$ cat src/tpa_pkg.sv
// How it works
// - 8-bit count, 0.0196 V steps, max 240
// - Percent is span ratio times 100
// - Init idle point is stored low plus 15
// - Init full point is stored high minus 15
// - Set points track lowest and highest samples in run state, only the highest during recal
// - Idle below 14 raises code 21 12
// - Full above 233 raises code 21 23
// - Error zone forces 100 percent until recalibrated
// - Code clear alone keeps forced 100 percent
// - Tool reset captures present count as idle
// - After reset full equals idle until movement
// - Full point follows maximum travel after reset
package tpa_pkg;
    localparam logic [7:0] TPA_COUNT_MAX = 8'hF0;
    localparam logic [7:0] TPA_BACKOFF = 8'h0F;
    localparam logic [7:0] TPA_LOW_ZONE = 8'h0E;
    localparam logic [7:0] TPA_HIGH_ZONE = 8'hE9;
    localparam logic [6:0] TPA_PCT_FULL = 7'h64;
    localparam logic [15:0] TPA_CODE_LOW = 16'h2112;
    localparam logic [15:0] TPA_CODE_HIGH = 16'h2123;
    localparam logic [11:0] TPA_REG_CTRL = 12'h000;
    localparam logic [11:0] TPA_REG_STATUS = 12'h004;
    localparam logic [11:0] TPA_REG_IRQ_STAT = 12'h008;
    localparam logic [11:0] TPA_REG_IRQ_EN = 12'h00C;
    localparam logic [11:0] TPA_REG_IRQ_CLR = 12'h010;
    localparam logic [11:0] TPA_REG_POINTS = 12'h014;
    localparam logic [11:0] TPA_REG_STORE = 12'h018;
    localparam logic [11:0] TPA_REG_CODE = 12'h01C;
    localparam int TPA_CTRL_INIT = 0;
    localparam int TPA_CTRL_RECAL = 1;
    localparam int TPA_CTRL_CLRCODE = 2;
    localparam logic [1:0] TPA_RESP_OKAY = 2'h0;
    localparam logic [1:0] TPA_RESP_SLVERR = 2'h2;
    localparam int TPA_IRQ_W = 3;
    typedef struct packed {
        logic [7:0] low;
        logic [7:0] high;
    } tpa_points_t;
    typedef enum logic [1:0] {
        TPA_ST_IDLE = 2'b00,
        TPA_ST_RUN = 2'b01,
        TPA_ST_RECAL = 2'b10
    } tpa_state_t;
endpackage

$ cat src/tpa_percent.sv
`timescale 1ns/1ps
module tpa_percent (
    input wire logic aclk,
    input wire logic aresetn,
    input wire logic [7:0] count,
    input wire tpa_pkg::tpa_points_t pts,
    input wire logic force_full,
    output logic [6:0] pct_q
);
    logic [7:0] span;
    logic [7:0] rise;
    logic [14:0] num;
    logic [14:0] quo;
    logic [6:0] pct_d;
    always_comb begin
        span = pts.high - pts.low;
        rise = (count > pts.low) ? count - pts.low : 8'h00;
        num = 15'(rise) * 15'(tpa_pkg::TPA_PCT_FULL);
        quo = (span == 8'h00) ? 15'h0000 : num / 15'(span);
        if (pts.high <= pts.low) begin
            pct_d = 7'h00;
        end else if (quo > 15'(tpa_pkg::TPA_PCT_FULL)) begin
            pct_d = tpa_pkg::TPA_PCT_FULL;
        end else begin
            pct_d = quo[6:0];
        end
        if (force_full) begin
            pct_d = tpa_pkg::TPA_PCT_FULL;
        end
    end
    always_ff @(posedge aclk) begin
        if (!aresetn) begin
            pct_q <= 7'h00;
        end else begin
            pct_q <= pct_d;
        end
    end
endmodule

$ cat src/tpa_core.sv
`timescale 1ns/1ps
module tpa_core (
    input wire logic aclk,
    input wire logic aresetn,
    input wire logic [7:0] sample,
    input wire logic sample_valid,
    input wire logic [31:0] s_axi_awaddr,
    input wire logic s_axi_awvalid,
    output logic s_axi_awready,
    input wire logic [31:0] s_axi_wdata,
    input wire logic [3:0] s_axi_wstrb,
    input wire logic s_axi_wvalid,
    output logic s_axi_wready,
    output logic [1:0] s_axi_bresp,
    output logic s_axi_bvalid,
    input wire logic s_axi_bready,
    input wire logic [31:0] s_axi_araddr,
    input wire logic s_axi_arvalid,
    output logic s_axi_arready,
    output logic [31:0] s_axi_rdata,
    output logic [1:0] s_axi_rresp,
    output logic s_axi_rvalid,
    input wire logic s_axi_rready,
    output logic [6:0] pct_q,
    output logic force_full_q,
    output logic irq_q
);
    tpa_pkg::tpa_state_t state_q;
    tpa_pkg::tpa_points_t pts_q;
    tpa_pkg::tpa_points_t store_q;
    logic [7:0] count_q;
    logic [7:0] recal_cnt_q;
    logic code_low_q;
    logic code_high_q;
    logic [2:0] irq_stat_q;
    logic [2:0] irq_en_q;
    logic [2:0] irq_ev;
    logic [2:0] irq_clr;
    logic aw_hold_q;
    logic w_hold_q;
    logic [11:0] aw_addr_q;
    logic [31:0] w_data_q;
    logic [3:0] w_strb_q;
    logic wr_go;
    logic wr_ok;
    logic cmd_init;
    logic cmd_recal;
    logic cmd_clrcode;
    logic err_low;
    logic err_high;
    logic [7:0] samp_c;

    function automatic logic reg_hit(input logic [11:0] a, input logic [11:0] r);
        reg_hit = (a[11:2] == r[11:2]);
    endfunction

    assign samp_c = (sample > tpa_pkg::TPA_COUNT_MAX) ? tpa_pkg::TPA_COUNT_MAX : sample;
    assign wr_go = aw_hold_q && w_hold_q && !s_axi_bvalid;
    assign wr_ok = reg_hit(aw_addr_q, tpa_pkg::TPA_REG_CTRL)
        || reg_hit(aw_addr_q, tpa_pkg::TPA_REG_IRQ_EN)
        || reg_hit(aw_addr_q, tpa_pkg::TPA_REG_IRQ_CLR)
        || reg_hit(aw_addr_q, tpa_pkg::TPA_REG_STORE);
    assign cmd_init = wr_go && reg_hit(aw_addr_q, tpa_pkg::TPA_REG_CTRL)
        && w_strb_q[0] && w_data_q[tpa_pkg::TPA_CTRL_INIT];
    assign cmd_recal = wr_go && reg_hit(aw_addr_q, tpa_pkg::TPA_REG_CTRL)
        && w_strb_q[0] && w_data_q[tpa_pkg::TPA_CTRL_RECAL];
    assign cmd_clrcode = wr_go && reg_hit(aw_addr_q, tpa_pkg::TPA_REG_CTRL)
        && w_strb_q[0] && w_data_q[tpa_pkg::TPA_CTRL_CLRCODE];
    assign err_low = (state_q != tpa_pkg::TPA_ST_IDLE) && (pts_q.low < tpa_pkg::TPA_LOW_ZONE);
    assign err_high = (state_q == tpa_pkg::TPA_ST_RUN)
        && (pts_q.high > tpa_pkg::TPA_HIGH_ZONE);
    assign irq_ev = {cmd_recal, err_high && !code_high_q, err_low && !code_low_q};
    assign irq_clr = (wr_go && reg_hit(aw_addr_q, tpa_pkg::TPA_REG_IRQ_CLR) && w_strb_q[0])
        ? w_data_q[2:0] : 3'b000;

    // Write address and data taken in either order
    always_ff @(posedge aclk) begin
        if (!aresetn) begin
            aw_hold_q <= 1'b0;
            w_hold_q <= 1'b0;
            aw_addr_q <= 12'h000;
            w_data_q <= 32'h0000_0000;
            w_strb_q <= 4'h0;
        end else begin
            if (s_axi_awvalid && s_axi_awready) begin
                aw_hold_q <= 1'b1;
                aw_addr_q <= s_axi_awaddr[11:0];
            end else if (wr_go) begin
                aw_hold_q <= 1'b0;
            end
            if (s_axi_wvalid && s_axi_wready) begin
                w_hold_q <= 1'b1;
                w_data_q <= s_axi_wdata;
                w_strb_q <= s_axi_wstrb;
            end else if (wr_go) begin
                w_hold_q <= 1'b0;
            end
        end
    end

    always_ff @(posedge aclk) begin
        if (!aresetn) begin
            s_axi_awready <= 1'b0;
            s_axi_wready <= 1'b0;
            s_axi_bvalid <= 1'b0;
            s_axi_bresp <= tpa_pkg::TPA_RESP_OKAY;
        end else begin
            s_axi_awready <= !aw_hold_q && !(s_axi_awvalid && s_axi_awready) && !s_axi_bvalid;
            s_axi_wready <= !w_hold_q && !(s_axi_wvalid && s_axi_wready) && !s_axi_bvalid;
            if (wr_go) begin
                s_axi_bvalid <= 1'b1;
                s_axi_bresp <= wr_ok ? tpa_pkg::TPA_RESP_OKAY : tpa_pkg::TPA_RESP_SLVERR;
            end else if (s_axi_bready) begin
                s_axi_bvalid <= 1'b0;
            end
        end
    end

    // Read side, one outstanding
    always_ff @(posedge aclk) begin
        if (!aresetn) begin
            s_axi_arready <= 1'b0;
            s_axi_rvalid <= 1'b0;
            s_axi_rdata <= 32'h0000_0000;
            s_axi_rresp <= tpa_pkg::TPA_RESP_OKAY;
        end else begin
            s_axi_arready <= !s_axi_rvalid && !(s_axi_arvalid && s_axi_arready);
            if (s_axi_arvalid && s_axi_arready) begin
                s_axi_rvalid <= 1'b1;
                s_axi_rresp <= tpa_pkg::TPA_RESP_OKAY;
                if (reg_hit(s_axi_araddr[11:0], tpa_pkg::TPA_REG_CTRL)) begin
                    s_axi_rdata <= 32'h0000_0000;
                end else if (reg_hit(s_axi_araddr[11:0], tpa_pkg::TPA_REG_STATUS)) begin
                    s_axi_rdata <= {12'h000, state_q, force_full_q,
                        code_high_q, code_low_q, pct_q, count_q};
                end else if (reg_hit(s_axi_araddr[11:0], tpa_pkg::TPA_REG_IRQ_STAT)) begin
                    s_axi_rdata <= {29'h0000_0000, irq_stat_q};
                end else if (reg_hit(s_axi_araddr[11:0], tpa_pkg::TPA_REG_IRQ_EN)) begin
                    s_axi_rdata <= {29'h0000_0000, irq_en_q};
                end else if (reg_hit(s_axi_araddr[11:0], tpa_pkg::TPA_REG_IRQ_CLR)) begin
                    s_axi_rdata <= 32'h0000_0000;
                end else if (reg_hit(s_axi_araddr[11:0], tpa_pkg::TPA_REG_POINTS)) begin
                    s_axi_rdata <= {16'h0000, pts_q};
                end else if (reg_hit(s_axi_araddr[11:0], tpa_pkg::TPA_REG_STORE)) begin
                    s_axi_rdata <= {16'h0000, store_q};
                end else if (reg_hit(s_axi_araddr[11:0], tpa_pkg::TPA_REG_CODE)) begin
                    s_axi_rdata <= {code_high_q ? tpa_pkg::TPA_CODE_HIGH : 16'h0000,
                        code_low_q ? tpa_pkg::TPA_CODE_LOW : 16'h0000};
                end else begin
                    s_axi_rdata <= 32'h0000_0000;
                    s_axi_rresp <= tpa_pkg::TPA_RESP_SLVERR;
                end
            end else if (s_axi_rready) begin
                s_axi_rvalid <= 1'b0;
            end
        end
    end

    always_ff @(posedge aclk) begin
        if (!aresetn) begin
            count_q <= 8'h00;
        end else if (sample_valid) begin
            count_q <= samp_c;
        end
    end

    // Calibration state and set points
    always_ff @(posedge aclk) begin
        if (!aresetn) begin
            state_q <= tpa_pkg::TPA_ST_IDLE;
            pts_q <= '0;
            recal_cnt_q <= 8'h00;
        end else if (cmd_recal) begin
            state_q <= tpa_pkg::TPA_ST_RECAL;
            pts_q.low <= count_q;
            pts_q.high <= count_q;
            recal_cnt_q <= count_q;
        end else if (cmd_init) begin
            state_q <= tpa_pkg::TPA_ST_RUN;
            pts_q.low <= (store_q.low > tpa_pkg::TPA_COUNT_MAX - tpa_pkg::TPA_BACKOFF)
                ? tpa_pkg::TPA_COUNT_MAX : store_q.low + tpa_pkg::TPA_BACKOFF;
            pts_q.high <= (store_q.high < tpa_pkg::TPA_BACKOFF)
                ? 8'h00 : store_q.high - tpa_pkg::TPA_BACKOFF;
        end else if (sample_valid) begin
            case (state_q)
                tpa_pkg::TPA_ST_IDLE: begin
                    state_q <= tpa_pkg::TPA_ST_IDLE;
                end
                tpa_pkg::TPA_ST_RECAL: begin
                    if (samp_c > pts_q.high) begin
                        pts_q.high <= samp_c;
                    end
                    if (samp_c != recal_cnt_q) begin
                        state_q <= tpa_pkg::TPA_ST_RUN;
                    end
                end
                tpa_pkg::TPA_ST_RUN: begin
                    if (samp_c < pts_q.low) begin
                        pts_q.low <= samp_c;
                    end
                    if (samp_c > pts_q.high) begin
                        pts_q.high <= samp_c;
                    end
                end
                default: begin
                    state_q <= tpa_pkg::TPA_ST_IDLE;
                end
            endcase
        end
    end

    // retained extremes, reset only by software write
    always_ff @(posedge aclk) begin
        if (wr_go && reg_hit(aw_addr_q, tpa_pkg::TPA_REG_STORE) && w_strb_q[1]) begin
            store_q.low <= w_data_q[15:8];
        end else if (state_q != tpa_pkg::TPA_ST_IDLE && pts_q.low < store_q.low) begin
            store_q.low <= pts_q.low;
        end
        if (wr_go && reg_hit(aw_addr_q, tpa_pkg::TPA_REG_STORE) && w_strb_q[0]) begin
            store_q.high <= w_data_q[7:0];
        end else if (state_q != tpa_pkg::TPA_ST_IDLE && pts_q.high > store_q.high) begin
            store_q.high <= pts_q.high;
        end
    end

    // Codes clearable, force is not
    always_ff @(posedge aclk) begin
        if (!aresetn) begin
            code_low_q <= 1'b0;
            code_high_q <= 1'b0;
            force_full_q <= 1'b0;
        end else begin
            code_low_q <= err_low || (code_low_q && !cmd_clrcode);
            code_high_q <= err_high || (code_high_q && !cmd_clrcode);
            // release only on recal
            // Recal wins: the error seen here is judged on the old points
            if (cmd_recal) begin
                force_full_q <= 1'b0;
            end else if (err_low || err_high) begin
                force_full_q <= 1'b1;
            end
        end
    end

    // Set wins over clear
    always_ff @(posedge aclk) begin
        if (!aresetn) begin
            irq_stat_q <= 3'b000;
            irq_en_q <= 3'b000;
            irq_q <= 1'b0;
        end else begin
            irq_stat_q <= irq_ev | (irq_stat_q & ~irq_clr);
            if (wr_go && reg_hit(aw_addr_q, tpa_pkg::TPA_REG_IRQ_EN) && w_strb_q[0]) begin
                irq_en_q <= w_data_q[2:0];
            end
            irq_q <= |(irq_stat_q & irq_en_q);
        end
    end

    tpa_percent u_pct (
        .aclk(aclk),
        .aresetn(aresetn),
        .count(count_q),
        .pts(pts_q),
        .force_full(force_full_q),
        .pct_q(pct_q)
    );
endmodule

$ cat config.mk
export PLATFORM = sky130hd
export DESIGN_NAME = tpa_core
export DESIGN_NICKNAME = d
export VERILOG_FILES = /design/src/tpa_pkg.sv /design/src/tpa_percent.sv /design/src/tpa_core.sv
export SDC_FILE = /design/constraint.sdc
export NUM_CORES = 1
export LEC_CHECK = 0
export ABC_AREA = 1
export BUFFER_PORTS_ARGS = -buffer_cell sky130_fd_sc_hd__buf_2
export CAP_MARGIN = 10
export CORE_MARGIN = 2
export CORE_UTILIZATION = 45
export CTS_CLUSTER_DIAMETER = 150
export DETAILED_ROUTE_END_ITERATION = 10
export SKIP_LAST_GASP = 1
export SLEW_MARGIN = 20
export SYNTH_ARGS = -nofsm -noshare
export SYNTH_HDL_FRONTEND = slang
export SYNTH_SLANG_ARGS = --single-unit
$ cat constraint.sdc
create_clock -name aclk -period 30.5 [get_ports aclk]
set_input_delay 3.05 -clock aclk [delete_from_list [all_inputs] [get_ports aclk]]
set_output_delay 3.05 -clock aclk [all_outputs]
set_load 0.02 [all_outputs]
==> results.txt <==
----------------------------------------------------
[Status]
  Result of the run ... finished, final reports clean

[Worst setup path]
  Cell mode on critical path ... sky130_fd_sc_hd__nand2_1
  Type of origin of the critical path ... flop
  Slowest cell on crit path ... sky130_fd_sc_hd__fa_1
  Worst reg2reg path endpoint ... u_pct.pct_q[6]$_SDFF_PN0_
  Reg-to-reg setup timing slack ... 2.51 ns
  Critical path buffer and inverter count ... 32
  Length in cells of the worst reg-to-reg path ... 209
  Data arrival time of the critical path ... 28.30 ns
  Beginning of the worst register-to-register path ... count_q[0]$_SDFFE_PN0P_
  Maximum fanout along the worst path ... 9
  Type of destination of the critical path ... flop
  Data required time of the critical path ... 30.81 ns
  Cell family contributing the most delay on the critical path ... simple AND/OR/NAND/NOR gates
  Max incr delay on CP ... 0.51 ns
  WS Path Type ... flop to flop

[Hold path]
  Cell depth of the worst min-delay path ... 1
  Worst min path class ... flop to flop
  Worst Hold Endpoint ... s_axi_arready$_SDFF_PN0_
  Hold Path Origin ... s_axi_rvalid$_SDFFE_PN0P_

[CTS]
  Max Buffers Root-to-Sink ... 2
  Post-CTS Hold Buffers ... 0
  Total clock buffers created by CTS ... 17
  Number of sinks on the clock net ... 125
  TritonCTS clock tree ... built
  Number of H-tree levels ... 4
  Clock edge transition at the registers on the reported setup and hold paths ... 0.06 ns
  Insertion delay to the later sink of the worst-skew pair ... 0.43 ns
  Root buffer cell ... sky130_fd_sc_hd__clkbuf_16

[Cells and area]
  Filler cell count ... 3321
  Fraction of final layout cells sized beyond drive strength 1 ... 18.3%
  Final Non-Filler Cells ... 3061
  Net count of the finished layout ... 2905
  Final Util ... 54.8%
  Diodes inserted ... 0
  Area grow syn2layout ... 19.7%

[Yosys]
  Area contributors post-synth ... sky130_fd_sc_hd__ha_1, sky130_fd_sc_hd__dfxtp_1, sky130_fd_sc_hd__nand2_1
  Sequential cell area fraction in the yosys report ... 17.8%
  Combined area of all synthesized cells ... 15000 µm²
  Count of warnings emitted by yosys ... 0
  Leading register cell type out of synthesis ... sky130_fd_sc_hd__dfxtp_1
  Flip-flop and latch count after synthesis ... 125
  Number of flops mapped to enable cells by yosys ... 16
  Post-synthesis async set-or-reset flop share ... 0%
  Number of distinct standard cells referenced by the synthesized netlist ... 60
  Top cells by instance count after synthesis ... sky130_fd_sc_hd__nand2_1, sky130_fd_sc_hd__inv_1, sky130_fd_sc_hd__nor2_1
  Per-instance average area after synthesis ... 6.33 µm²
  Most common cell in the netlist ... sky130_fd_sc_hd__nand2_1
  Area leader, netlist ... sky130_fd_sc_hd__ha_1
  Share of the synthesized area in the top cell type ... 14.7%
  Cells after synthesis ... 2368

[Floorplan]
  CORE AREA ... 32700 µm²
  Die outline area ... 34800 µm²
  Horizontal extent of the die ... 186 µm
  Number of placed I/O pins ... 166
  Std cell rows ... 66
  Initial Util ... 45.8%
  Vertical die dimension ... 186 µm

[GRT]
  Total routing resource utilization after global routing ... 26.2%
  Largest net degree at the start of global routing ... 75
  Global-route wire length before repair ... 75.0 mm
  Via count of the first global-routing pass ... 15100
  Total congestion overflow after global routing ... 0
  Number of antenna violations at the first check in global routing ... 0

[Timing]
  Final Hold Slack ... 0.448 ns
  Least-Margin Pin Slew ... 1.05 ns
  Minimum clock period after layout ... 27.99 ns
  Fmax ... 0.0357 GHz
  Minimum setup slack in the final design ... 2.51 ns
  Headroom to the max-slew limit ... 30.1%
  Setup Viol. Count Final ... 0
  Final Hold Vio Count ... 0
  Number of max-slew violations in the final report ... 0
  Clock Skews ... 0.00877 ns
  Period utilisation layout ... 91.8%

[Route]
  Avg WL per Cell ... 15.2 µm
  DR vias/cell ... 5.31
  Pre-Repair DR Iteration Count ... 5
  Met2 wire length ... 19.9 mm
  Routed metal-1 wirelength ... 22.1 mm
  Post-DRT Antenna Nets ... 0
  Uppermost metal layer occupied by signal nets ... met4
  Residual DRC ... 0
  Total length of routed met3 wires ... 3.01 mm
  DRT Wirelength ... 46.4 mm
  Via Count ... 16200
  Starting DRT DRC Count ... 1150

[Flow run]
  Total of max-cap violations ... 0

[Placement]
  Port Buf Inserts ... 92
  Pre-CTS setup slack ... 0.328 ns
  Dpl hpwl ... 36.8 mm
  Cell count after placement ... 3016
  Global placer's final weighted congestion ... 0.995

----------------------------------------------------
cells by family after synthesis:
family	after synthesis	synth area share, %
compound gates	467	17.4
flops	125	17.8
simple gates	1102	33.4
other cells	1	0.0250
fa+ha+maj	182	15.5
xor+xnor	88	5.19
buf+inv	403	10.7
layout make-up:
| class | count | area [µm²] | area share (%) |
|---|---|---|---|
| Clock buffer | 19 | 475 | 2.65 |
| Clock inverter | 12 | 146 | 0.816 |
| Inverter | 347 | 1320 | 7.34 |
| Multi-Input combinational cell | 1851 | 11000 | 61.4 |
| Sequential cell | 125 | 2660 | 14.8 |
| Tap cell | 442 | 553 | 3.08 |
| Timing Repair Buffer | 265 | 1760 | 9.83 |
layer usage:
metal  vias to the layer above  track usage, %
li1                       8324               -
met1                      7337            36.3
met2                       498            42.0
met3                        85            3.87
met4                         0            8.27
met5                         -               0
how the worst max path moves through the flow:
stage                             from                        end  slack, ns  depth (start not counted)
6_report       count_q[0]$_SDFFE_PN0P_  u_pct.pct_q[6]$_SDFF_PN0_       2.51                        209
5_1_grt        count_q[0]$_SDFFE_PN0P_  u_pct.pct_q[2]$_SDFF_PN0_       -0.1                        206
4_1_cts        count_q[0]$_SDFFE_PN0P_  u_pct.pct_q[1]$_SDFF_PP0_       0.18                        206
3_5_place_dp   count_q[0]$_SDFFE_PN0P_  u_pct.pct_q[1]$_SDFF_PP0_       0.33                        205
3_3_place_gp   count_q[0]$_SDFFE_PN0P_  u_pct.pct_q[1]$_SDFF_PP0_       0.60                        205
2_1_floorplan  count_q[0]$_SDFFE_PN0P_  u_pct.pct_q[1]$_SDFF_PP0_       2.84                        208
placed cells by master (no fill, tap or decap), drive strengths merged, types with 2 or more instances in the layout:
| cell | synthesis | routed |
|---|---|---|
| xor2 | 54 | 54 |
| edfxtp | 16 | 16 |
| nor4 | 9 | 9 |
| a21boi | 3 | 3 |
| a31oi | 25 | 25 |
| nor2 | 250 | 250 |
| buf | 23 | 265 |
| inv | 339 | 344 |
| fa | 6 | 6 |
| a32o | 2 | 2 |
| xnor2 | 34 | 34 |
| o21bai | 9 | 9 |
| bufinv | 0 | 2 |
| o21a | 9 | 9 |
| a21oi | 158 | 158 |
| o22ai | 16 | 16 |
| nand2 | 586 | 586 |
| o21ai | 193 | 193 |
| o31ai | 10 | 10 |
| nand3 | 157 | 158 |
| a221oi | 4 | 4 |
| and2 | 2 | 2 |
| or2 | 9 | 9 |
| o211ai | 15 | 15 |
| dfxtp | 109 | 109 |
| ha | 176 | 176 |
| a211oi | 5 | 5 |
| clkbuf | 33 | 19 |
| conb | 1 | 11 |
| clkinv | 8 | 12 |
| nor3 | 32 | 32 |
| o2111ai | 3 | 3 |
| a21o | 9 | 9 |
| nand4 | 46 | 46 |
| o221ai | 2 | 2 |
| nand3b | 9 | 9 |
registers in the layout (all words and copies together) (netlist names), 7 cells and up:
signal,cells
store_q,16
count_q,8
pts_q,16
s_axi_rdata,21
u_pct.pct_q,7
aw_addr_q,10
recal_cnt_q,8
w_data_q,16
through the flow:
stage | setup TNS, ns | area [µm²]
3_3_place_gp | 0 | 16900
4_1_cts | 0 | 17600
3_5_place_dp | 0 | 16900
2_1_floorplan | 0 | 15000
6_report | 0 | 17900
5_1_grt | -0.468 | 17900
timing repair:
item	in CTS	in global routing
gates resized for setup	0	84
setup buffers	0	13
setup endpoints to repair	0	7
Power is left out: the tool's default activity adds up to more than one toggle a clock period on the data nets, which glitch-free logic cannot reach.
